[config.mk]
export PLATFORM = sky130hd
export DESIGN_NAME = rail_ctrl
export DESIGN_NICKNAME = d
export VERILOG_FILES = /design/src/common/rail_pkg.sv /design/src/core/rail_ctrl.sv
export VERILOG_INCLUDE_DIRS = /design/src /design/src/common
export SDC_FILE = /design/constraint.sdc
export NUM_CORES = 1
export LEC_CHECK = 0
export BUFFER_PORTS_ARGS = -buffer_cell sky130_fd_sc_hd__clkbuf_2
export CAP_MARGIN = 25
export CORE_MARGIN = 3
export CORE_UTILIZATION = 52
export CTS_BUF_LIST = sky130_fd_sc_hd__clkbuf_4 sky130_fd_sc_hd__clkbuf_8
export CTS_CLUSTER_DIAMETER = 50
export DETAILED_ROUTE_END_ITERATION = 8
export GPL_TIMING_DRIVEN = 0
export PLACE_DENSITY = 0.79
export SLEW_MARGIN = 20
export SYNTH_ARGS = -nofsm -noshare
export SYNTH_HDL_FRONTEND = slang
export SYNTH_SLANG_ARGS = --single-unit
[constraint.sdc]
create_clock -name sys_clk -period 3.8 [get_ports sys_clk]
set_input_delay 0.76 -clock sys_clk [delete_from_list [all_inputs] [get_ports sys_clk]]
set_output_delay 0.76 -clock sys_clk [all_outputs]
set_load 0.01 [all_outputs]
[src/common/rail_cfg.svh]
// constants for the rail enable and dead-time block
`ifndef RAIL_CFG_SVH
`define RAIL_CFG_SVH
`define SCRATCH_RESET 16'h0000
`define DT_SEL_RESET 8'h00
`define DT_CH1_BIT 0
`define DT_CH2_BIT 1
`define SRC_PIN 2'h1
`define SRC_CMD 2'h2
`define SRC_BOTH 2'h3
`define DT_SHORT_NS 20
`define DT_LONG_NS 40
`define CLK_NS 8
`define DT_SHORT_CYC ((`DT_SHORT_NS + `CLK_NS - 1) / `CLK_NS)
`define DT_LONG_CYC ((`DT_LONG_NS + `CLK_NS - 1) / `CLK_NS)
`define PERIOD_CYC 250
`endif

[src/common/rail_pkg.sv]
// types for the rail enable and dead-time block
package rail_pkg;
  typedef enum logic [1:0] {
    ST_OFF = 2'b00,
    ST_ON = 2'b01,
    ST_DELAY = 2'b11
  } rail_state_t;
  typedef struct packed {
    logic high_drive;
    logic low_drive;
  } gate_pair_t;
  typedef struct packed {
    logic [1:0] source;
    logic pin_active_low;
  } enable_cfg_t;
endpackage

[src/core/rail_ctrl.sv]
// rail enable gating, turn-off delay, dead-time and scratch storage
// Notes on behaviour
// - 16-bit scratch word, reads back unchanged, saved to and loaded from nvm.
// - dead-time select bit 0 sets channel one dead-time.
// - dead-time select bit 1 sets channel two dead-time independently.
// - select bit one gives longer dead-time, zero gives shorter.
// - pin-only source: enable follows pin, command on/off ignored.
// - command-only source: enable follows command, pin ignored.
// - both sources: on only while pin and command both request on.
// - enable pin polarity configurable, active high or active low.
// - second feedback strapped to bias rail: two-phase, both follow channel one.
// - power good low at startup, after fault, and when rail off.
// - turn-off request waits programmable delay before switching stops.
`timescale 1ns/10ps
`include "rail_cfg.svh"
module rail_ctrl (
  input wire logic sys_clk,
  input wire logic reset_n,
  input wire logic [1:0] rail_enable_pin,
  input wire logic second_feedback_strap,
  input wire logic [1:0] operation_on,
  input wire rail_pkg::enable_cfg_t enable_cfg,
  input wire logic [15:0] turn_off_delay_setting,
  input wire logic [1:0] rail_fault,
  input wire logic [1:0] rail_in_window,
  input wire logic scratch_wr,
  input wire logic [15:0] scratch_wdata,
  input wire logic dt_wr,
  input wire logic [7:0] dt_wdata,
  input wire logic nvm_restore,
  input wire logic [15:0] nvm_scratch_in,
  input wire logic nvm_store,
  output logic [15:0] user_scratch_word,
  output logic [7:0] dead_time_select,
  output logic [15:0] nvm_scratch_out,
  output logic nvm_write_strobe,
  output logic two_phase_mode,
  output logic [1:0] switching_enable,
  output logic [1:0] power_good_output,
  output rail_pkg::gate_pair_t [1:0] gate_drive
);
  // ****************************************************
  // input synchronisers
  // ****************************************************
  logic [2:0] pin_meta_reg;
  logic [2:0] pin_sync_reg;
  always_ff @(posedge sys_clk or negedge reset_n)
  begin
    if (!reset_n)
    begin
      pin_meta_reg <= 3'h0;
      pin_sync_reg <= 3'h0;
    end
    else
    begin
      pin_meta_reg <= {second_feedback_strap, rail_enable_pin};
      pin_sync_reg <= pin_meta_reg;
    end
  end

  // ****************************************************
  // scratch word and nvm copy
  // ****************************************************
  logic [15:0] scratch_reg, scratch_next;
  logic [15:0] nvm_out_reg, nvm_out_next;
  logic nvm_wr_reg, nvm_wr_next;
  always_comb
  begin
    scratch_next = scratch_reg;
    nvm_out_next = nvm_out_reg;
    nvm_wr_next = 1'b0;
    // restore wins over a host write in the same cycle
    if (nvm_restore)
      scratch_next = nvm_scratch_in;
    else if (scratch_wr)
      scratch_next = scratch_wdata;
    // store copies the value held before this edge
    if (nvm_store)
    begin
      nvm_out_next = scratch_reg;
      nvm_wr_next = 1'b1;
    end
  end
  always_ff @(posedge sys_clk or negedge reset_n)
  begin
    if (!reset_n)
    begin
      scratch_reg <= `SCRATCH_RESET;
      nvm_out_reg <= 16'h0000;
      nvm_wr_reg <= 1'b0;
    end
    else
    begin
      scratch_reg <= scratch_next;
      nvm_out_reg <= nvm_out_next;
      nvm_wr_reg <= nvm_wr_next;
    end
  end
  assign user_scratch_word = scratch_reg;
  assign nvm_scratch_out = nvm_out_reg;
  assign nvm_write_strobe = nvm_wr_reg;

  // ****************************************************
  // dead-time select register
  // ****************************************************
  logic [7:0] dt_reg, dt_next;
  always_comb
  begin
    dt_next = dt_reg;
    if (dt_wr)
      dt_next = dt_wdata;
  end
  always_ff @(posedge sys_clk or negedge reset_n)
  begin
    if (!reset_n)
      dt_reg <= `DT_SEL_RESET;
    else
      dt_reg <= dt_next;
  end
  assign dead_time_select = dt_reg;

  // ****************************************************
  // two-phase strap capture
  // ****************************************************
  // synchroniser is cleared by reset: wait two edges before sampling
  logic [1:0] strap_cnt_reg, strap_cnt_next;
  logic two_phase_reg, two_phase_next;
  always_comb
  begin
    strap_cnt_next = strap_cnt_reg;
    two_phase_next = two_phase_reg;
    if (strap_cnt_reg != 2'h3)
      strap_cnt_next = strap_cnt_reg + 2'h1;
    // strap read once, from the second flip-flop
    if (strap_cnt_reg == 2'h2)
      two_phase_next = pin_sync_reg[2];
  end
  always_ff @(posedge sys_clk or negedge reset_n)
  begin
    if (!reset_n)
    begin
      strap_cnt_reg <= 2'h0;
      two_phase_reg <= 1'b0;
    end
    else
    begin
      strap_cnt_reg <= strap_cnt_next;
      two_phase_reg <= two_phase_next;
    end
  end
  assign two_phase_mode = two_phase_reg;

  // ****************************************************
  // enable gating and turn-off delay per rail
  // ****************************************************
  rail_pkg::rail_state_t state_reg [2];
  rail_pkg::rail_state_t state_next [2];
  logic [15:0] delay_reg [2];
  logic [15:0] delay_next [2];
  logic [1:0] request;
  logic [1:0] pin_on;
  logic [1:0] op_on;
  logic [1:0] sw_en_reg, sw_en_next;
  logic [1:0] pg_reg, pg_next;
  always_comb
  begin
    sw_en_next = sw_en_reg;
    pg_next = pg_reg;
    for (int i = 0; i < 2; i++)
    begin
      // channel two follows channel one in two-phase mode
      pin_on[i] = (two_phase_reg ? pin_sync_reg[0] : pin_sync_reg[i])
                  ^ enable_cfg.pin_active_low;
      op_on[i] = two_phase_reg ? operation_on[0] : operation_on[i];
      case (enable_cfg.source)
        `SRC_PIN: request[i] = pin_on[i];
        `SRC_CMD: request[i] = op_on[i];
        `SRC_BOTH: request[i] = pin_on[i] & op_on[i];
        default: request[i] = 1'b1;
      endcase
      state_next[i] = state_reg[i];
      delay_next[i] = delay_reg[i];
      case (state_reg[i])
        rail_pkg::ST_OFF:
          if (request[i])
            state_next[i] = rail_pkg::ST_ON;
        rail_pkg::ST_ON:
          if (!request[i])
          begin
            state_next[i] = rail_pkg::ST_DELAY;
            delay_next[i] = turn_off_delay_setting;
          end
        rail_pkg::ST_DELAY:
          if (request[i])
            state_next[i] = rail_pkg::ST_ON;
          else if (delay_reg[i] == 16'h0000)
            state_next[i] = rail_pkg::ST_OFF;
          else
            delay_next[i] = delay_reg[i] - 16'h0001;
        default:
          state_next[i] = rail_pkg::ST_OFF;
      endcase
      sw_en_next[i] = (state_next[i] != rail_pkg::ST_OFF);
      // low unless on, fault-free and output in window
      pg_next[i] = (state_next[i] == rail_pkg::ST_ON) & !rail_fault[i]
                   & rail_in_window[i];
    end
  end
  always_ff @(posedge sys_clk or negedge reset_n)
  begin
    if (!reset_n)
    begin
      for (int i = 0; i < 2; i++)
      begin
        state_reg[i] <= rail_pkg::ST_OFF;
        delay_reg[i] <= 16'h0000;
      end
      sw_en_reg <= 2'h0;
      pg_reg <= 2'h0;
    end
    else
    begin
      for (int i = 0; i < 2; i++)
      begin
        state_reg[i] <= state_next[i];
        delay_reg[i] <= delay_next[i];
      end
      sw_en_reg <= sw_en_next;
      pg_reg <= pg_next;
    end
  end
  assign switching_enable = sw_en_reg;
  assign power_good_output = pg_reg;

  // ****************************************************
  // dead-time choice latched at period start
  // ****************************************************
  logic [7:0] phase_reg [2];
  logic [7:0] phase_next [2];
  logic [1:0] long_dt_reg, long_dt_next;
  always_comb
  begin
    long_dt_next = long_dt_reg;
    // load only on wrap, never partway through a gate transition
    if (phase_reg[0] == 8'(`PERIOD_CYC - 1))
      long_dt_next[0] = dt_reg[`DT_CH1_BIT];
    if (phase_reg[1] == 8'(`PERIOD_CYC - 1))
      long_dt_next[1] = dt_reg[`DT_CH2_BIT];
  end
  always_ff @(posedge sys_clk or negedge reset_n)
  begin
    if (!reset_n)
      long_dt_reg <= 2'h0;
    else
      long_dt_reg <= long_dt_next;
  end

  // ****************************************************
  // gate drive with dead-time per channel
  // ****************************************************
  rail_pkg::gate_pair_t [1:0] gate_reg, gate_next;
  logic [7:0] dt_cyc [2];
  logic [7:0] high_end [2];
  always_comb
  begin
    for (int i = 0; i < 2; i++)
    begin
      phase_next[i] = (phase_reg[i] == 8'(`PERIOD_CYC - 1)) ? 8'h00
                      : phase_reg[i] + 8'h01;
      // second phase runs half a period apart
      if (i == 1 && two_phase_reg)
        phase_next[i] = (phase_next[0] >= 8'(`PERIOD_CYC / 2))
                        ? phase_next[0] - 8'(`PERIOD_CYC / 2)
                        : phase_next[0] + 8'(`PERIOD_CYC / 2);
      dt_cyc[i] = long_dt_reg[i] ? 8'(`DT_LONG_CYC)
                  : 8'(`DT_SHORT_CYC);
      high_end[i] = 8'(`PERIOD_CYC / 2);
      // gap, high side, gap, low side, gap before wrap
      gate_next[i].high_drive = sw_en_next[i] && phase_next[i] >= dt_cyc[i]
                                && phase_next[i] < high_end[i];
      gate_next[i].low_drive = sw_en_next[i]
                               && phase_next[i] >= high_end[i] + dt_cyc[i]
                               && phase_next[i] < 8'(`PERIOD_CYC) - dt_cyc[i];
    end
  end
  always_ff @(posedge sys_clk or negedge reset_n)
  begin
    if (!reset_n)
    begin
      for (int i = 0; i < 2; i++)
        phase_reg[i] <= 8'h00;
      gate_reg <= '0;
    end
    else
    begin
      for (int i = 0; i < 2; i++)
        phase_reg[i] <= phase_next[i];
      gate_reg <= gate_next;
    end
  end
  assign gate_drive = gate_reg;
endmodule

* Word-level counts from Yosys, hierarchy flattened
Index checks and enable logic that the tools add are counted.
** Word-level totals
- Flip-flop bits (word level) :: 112
- Latch bits :: 0
- Memory bits (writable) :: 0
- Bits in read-only memories :: 0
- Output and inout port bits :: 50
- Memories kept :: 0
** Operators by class
- $add $sub $neg :: 11
- Multipliers :: 0
- Divide/modulo/power cells :: 0
- $lt $le $gt $ge :: 9
- Equal/unequal tests :: 19
- Shifts and indexed selects :: 0
- Muxes and demuxes :: 31
- Bitwise logic cells :: 8
- Reduce and logical (&&, ||, !) cells :: 21
** Operators with widths (number)
- $mux W16 :: 8
- $pmux W16 S2 :: 2
- $logic_not A16 Y1 :: 2
- $mux W8 :: 4
- $sub A16 B1 Y16 const B :: 2
- $add A7 B3 Y8 const A :: 2
- $add A8 B1 Y8 const B :: 2
- $eq A8 B8 Y1 const B :: 2
- $ge A8 B3 Y1 :: 2
- $ge A8 B8 Y1 :: 2
- $lt A8 B7 Y1 const B :: 2
- $lt A8 B8 Y1 :: 2
- $mux W2 :: 8
- $ne A2 B2 Y1 const B :: 7
- $pmux W2 S3 :: 2
- $eq A2 B1 Y1 const B :: 5
- $eq A2 B2 Y1 const B :: 5
- $reduce_bool A2 Y1 :: 5
- $sub A4 B4 Y5 const A :: 2
- $add A8 B7 Y8 const B :: 1
- $ge A8 B7 Y1 const B :: 1
- $logic_and A1 B1 Y1 :: 8
- $reduce_and A4 Y1 :: 2
- $sub A8 B7 Y8 const B :: 1
- 8 further kinds :: 20

* Longest topological paths before layout
- Depth after elaboration :: 9
- Mapped depth :: 17

* Worst setup path before layout
No wires, ideal clock.
- Kind :: register -> register
- Start point :: register phase_reg[9] in the netlist's numbering
- End point :: register gate_reg, in the netlist gate_drive[3]
- Arrival time :: 3.795 ns
- Data required time :: 3.658 ns
- Path slack :: -0.137 ns
- Stages on the path, launching flop included :: 18
- Path through :: dfrtp_1 -> inv_1 -> ha_1 -> nand3b_1 -> or2_2 -> clkbuf_1 -> nand2_1 -> ha_1 -> nand2b_1 -> or3b_1 -> buf_6 -> o2111ai_2 -> or3b_4 -> ha_1 -> a21o_1 -> a2111oi_0 -> and4_1 -> a211oi_2
** RTL lines
- start: declaration :: RTL line rail_ctrl.sv:238 : logic [7:0] phase_reg [2];
- start signal: indexed assignment :: RTL line rail_ctrl.sv:297 : phase_reg[i] <= phase_next[i];
- end signal: assignment :: RTL line rail_ctrl.sv:298 : gate_reg <= gate_next;
- end: declaration :: RTL line rail_ctrl.sv:261 : rail_pkg::gate_pair_t [1:0] gate_reg, gate_next;

==> results.md <==
| Stage | Item | Value |
| --- | --- | --- |
| place | Post-placement setup slack | -0.5800 ns |
| timing | Total count of max-transition violations in the final report | 0 |
| setup path | Arr. time, crit path | 3.92 ns |
| layout | Area of all sequential standard cells | 2804 um2 |
| floorplan | Number of core rows | 39 |
| synthesis | Prevailing post-synth register cell | sky130_fd_sc_hd__dfrtp_1 |
| global route | Largest net degree at the start of global routing | 92 |
| drt | Wirelength per Cell | 16.76 um |
| outcome | Status | completed |
| synthesis | Syn Std Cell Area | 6127 um2 |
| setup path | Kind of start point of the critical path | flop |
| setup path | Worst endpoint required time | 4.05 ns |
| floorplan | Vertical die dimension | 114.6 um |
| run | Max-capacitance violation count | 0 |
| timing | Final setup slack of the worst path | 0.1274 ns |
| clock tree | CTS Buf Count | 9 |
| layout | Layout filler cell count | 947 |
| place | Routability cong. | 0.9426 |
| pwr | Power density over the cells | 380.1 nW/um2 |
| pwr | Internal power | 1.846 mW |
| global route | GR Util All Layers | 24.66% |
| synthesis | EDFF count, synth | 0 |
| synthesis | Synthesized instance count | 644 |
| setup path | Endpoint class of the critical path | flop |
| clock tree | H-Tree Level Count | 3 |
| synthesis | Post-synthesis average cell area | 9.514 um2 |
| pwr | Reported leakage power | 3.314 nW |
| clock tree | CTS tree | yes |
| clock tree | Clock transition at the registers of the reported paths | 0.11 ns |
| layout | Net count, final | 876 |
| timing | Worst Hold Slack | 0.2287 ns |
| drt | Number of DRC markers after the initial detailed-route iteration | 413 |
| layout | Leading cell types in the layout, fill and taps excluded | sky130_fd_sc_hd__clkbuf_2, sky130_fd_sc_hd__dfrtp_1, sky130_fd_sc_hd__o21ai_0 |
| floorplan | Horizontal die dimension | 114.6 um |
| setup path | CP Max Fanout | 7 |
| layout | Number of diodes added for antenna fixing | 0 |
| place | Post-detail-place hpwl | 11750 um |
| synthesis | Number of synthesized register bits | 112 |
| clock tree | Maximum clock insertion buffer count | 2 |
| timing | Part of the cycle the worst path needs | 96.65% |
| layout | Area growth from synthesis to layout | 18.58% |
| synthesis | Fraction of the yosys area taken by sequential cells | 45.74% |
| layout | Area occupied by multi-input gates | 3124 um2 |
| floorplan | Number of primary I/O pins | 124 |
| synthesis | Dominant cells by area after synthesis | sky130_fd_sc_hd__dfrtp_1, sky130_fd_sc_hd__o21ai_0, sky130_fd_sc_hd__mux2_2 |
| drt | DR DRC count | 0 |
| timing | Count of final setup violators | 0 |
| synthesis | Ys async rst share | 100.0% |
| global route | Initial antenna violation count | 0 |
| global route | Number of global-route vias before repair | 5437 |
| pwr | Clock network fraction of design power | 24.6% |
| global route | First-pass GRT wire length | 26140 um |
| layout | Largest register FFs | 32 |
| synthesis | Number of unique standard cell types used by synthesis | 68 |
| synthesis | Share of Yosys cell area claimed by the top area cell type | 45.74% |
| pwr | Part of the total power dissipated in combinational logic | 21.5% |
| timing | Tightest slew margin relative to the limit | 38.37% |
| pwr | Net Sw Power | 0.9151 mW |
| clock tree | Buffer type at the clock tree root | sky130_fd_sc_hd__clkbuf_8 |
| drt | Drt pass-1 iters | 5 |
| layout | Most common cell after layout, fill and taps aside | sky130_fd_sc_hd__clkbuf_2 |
| timing | Time the final worst path needs with I/O delays and setup | 3.673 ns |
| clock tree | Number of sinks on the clock net | 112 |
| pwr | Largest voltage drop on the vdd net | 0.3531 mV |
| timing | Fin Clk Skew | 0.01451 ns |
| timing | Fin. Hold Viols | 0 |
| synthesis | Synth warn | 0 |
| drt | Detailed-route wire length | 15600 um |
| floorplan | Starting Density | 53.43% |
| global route | Remaining Overflow, GRT | 0 |
| drt | Final antenna-violating net count | 0 |
| timing | Tightest Pin Transition | 0.9147 ns |
| setup path | Crit Path Class | flop to flop |
| clock tree | Clock insertion delay at the later pin of the skew report | 0.39 ns |
| floorplan | Area of the core | 11470 um2 |
| drt | Overall via count from detail_route | 5541 |
| pwr | Switching Fraction | 33.14% |
| synthesis | Nets in the synthesized netlist | 736 |
| pwr | Portion of total power attributed to sequential cells | 53.8% |
| synthesis | Cell type with the highest aggregate area in the netlist | sky130_fd_sc_hd__dfrtp_1 |
| min path | Classification of the worst-slack hold path | primary input to async pin |
| floorplan | Area of the die | 13120 um2 |
| timing | Achievable clock frequency | 0.2723 GHz |
| clock tree | Number of hold-repair buffers added at the cts stage | 0 |
| drt | Vias per std cell | 5.952 |
| place | Count of buffers from port buffering | 121 |
| layout | Layout cells sized above 1 | 26.78% |
==> synth_stat cells, types with 5 or more instances <==
master / instances
sky130_fd_sc_hd__nand2b_1: 7
sky130_fd_sc_hd__mux2_2: 24
sky130_fd_sc_hd__mux2i_1: 22
sky130_fd_sc_hd__and2_1: 5
sky130_fd_sc_hd__a21oi_1: 47
sky130_fd_sc_hd__ha_1: 18
sky130_fd_sc_hd__or3_1: 9
sky130_fd_sc_hd__nor2_1: 47
sky130_fd_sc_hd__nand2_1: 55
sky130_fd_sc_hd__nand3_1: 21
sky130_fd_sc_hd__nor2b_1: 6
sky130_fd_sc_hd__a22oi_1: 7
sky130_fd_sc_hd__o31ai_1: 5
sky130_fd_sc_hd__xnor2_1: 8
sky130_fd_sc_hd__clkbuf_1: 20
sky130_fd_sc_hd__inv_1: 32
sky130_fd_sc_hd__buf_2: 7
sky130_fd_sc_hd__o21ai_0: 70
sky130_fd_sc_hd__o22ai_1: 11
sky130_fd_sc_hd__dfrtp_1: 112
sky130_fd_sc_hd__nor3_1: 27
==> power groups by stage <==
stage	Combinational (mW)	Clock, mW	Sequential, mW
floorplan	0.347	0	1.50
CTS	0.589	0.698	1.48
detailed placement	0.586	0	1.51
global route	0.671	0.740	1.51
finish	0.595	0.680	1.49
global placement	0.557	0	1.50
==> layout make-up <==
cell class | count | area share, %
clock buffer | 9 | 1.705
timing repair buffer | 130 | 9.661
clock inverter | 6 | 0.7405
inverter | 32 | 1.653
buffer | 33 | 2.187
sequential | 112 | 38.59
tap | 143 | 2.463
multi-input combinational | 466 | 43.00
==> cell families (layout without fill, tap and decap cells) <==
kind of cell | Yosys count | after routing | synth area share (%)
buf+inv | 66 | 210 | 4.554
fa+ha+maj | 18 | 18 | 3.676
xor+xnor | 14 | 14 | 2.430
simple gates | 214 | 214 | 18.11
mux | 46 | 46 | 8.005
compound gates | 174 | 174 | 17.48
flops | 112 | 112 | 45.74
==> final timing paths <==
path / from / end / slack [ns] / depth (start not counted)
setup / recovery: phase_reg[8] / gate_drive[3] / 0.13 / 15
max in group asynchronous: reset_n / nvm_scratch_out[7] / 2.90 / 2
hold / removal: reset_n / delay_reg[16] / 0.23 / 1
min in group sys_clk: pin_meta_reg[0] / pin_sync_reg[0] / 0.38 / 0
hold reg to reg: pin_meta_reg[0] / pin_sync_reg[0] / 0.38 / 0
setup reg to reg: phase_reg[8] / gate_drive[3] / 0.13 / 15
==> stage by stage <==
step | power, mW | util, % | cell area, um2 | TNS, ns | instances
detailed placement | 2.092 | 60.67 | 6957 | -0.8172 | 909
global placement | 2.053 | 60.35 | 6920 | -0.5302 | 908
floorplan | 1.848 | - | 6136 | 0 | 644
finish | 2.762 | 63.36 | 7266 | 0 | 931
CTS | 2.771 | 62.76 | 7197 | 0 | 929
global route | 2.922 | 63.36 | 7266 | -0.002890 | 931
==> critical path, cell delays in order, from the launching register on <==
cell and delay, ns:
sky130_fd_sc_hd__dfrtp_1 0.42, sky130_fd_sc_hd__ha_1 0.23, sky130_fd_sc_hd__nand3b_1 0.18, sky130_fd_sc_hd__or2_4 0.18, sky130_fd_sc_hd__nand2_4 0.07, sky130_fd_sc_hd__ha_4 0.17
sky130_fd_sc_hd__nand2b_1 0.09, sky130_fd_sc_hd__or3b_4 0.38, sky130_fd_sc_hd__buf_6 0.14, sky130_fd_sc_hd__o2111ai_2 0.17, sky130_fd_sc_hd__or3b_4 0.43, sky130_fd_sc_hd__ha_4 0.23
sky130_fd_sc_hd__a21o_1 0.20, sky130_fd_sc_hd__a2111oi_4 0.35, sky130_fd_sc_hd__and4_1 0.25, sky130_fd_sc_hd__a211oi_2 0.06
==> timing repair <==
action,4_1_cts,5_1_grt
setup endpoints to repair,2,1
pin swaps,3,4
setup buffers,6,2
resized for setup,8,8
==> per-layer routing <==
metal	vias to the layer above	track usage, %	part of all wire (%)
li1	2576	-	-
met1	2671	32.43	41
met2	271	41.06	49
met3	23	6.342	8.5
met4	0	5.701	1.2
met5	-	0	0
Power figures use the tool's default switching activity.
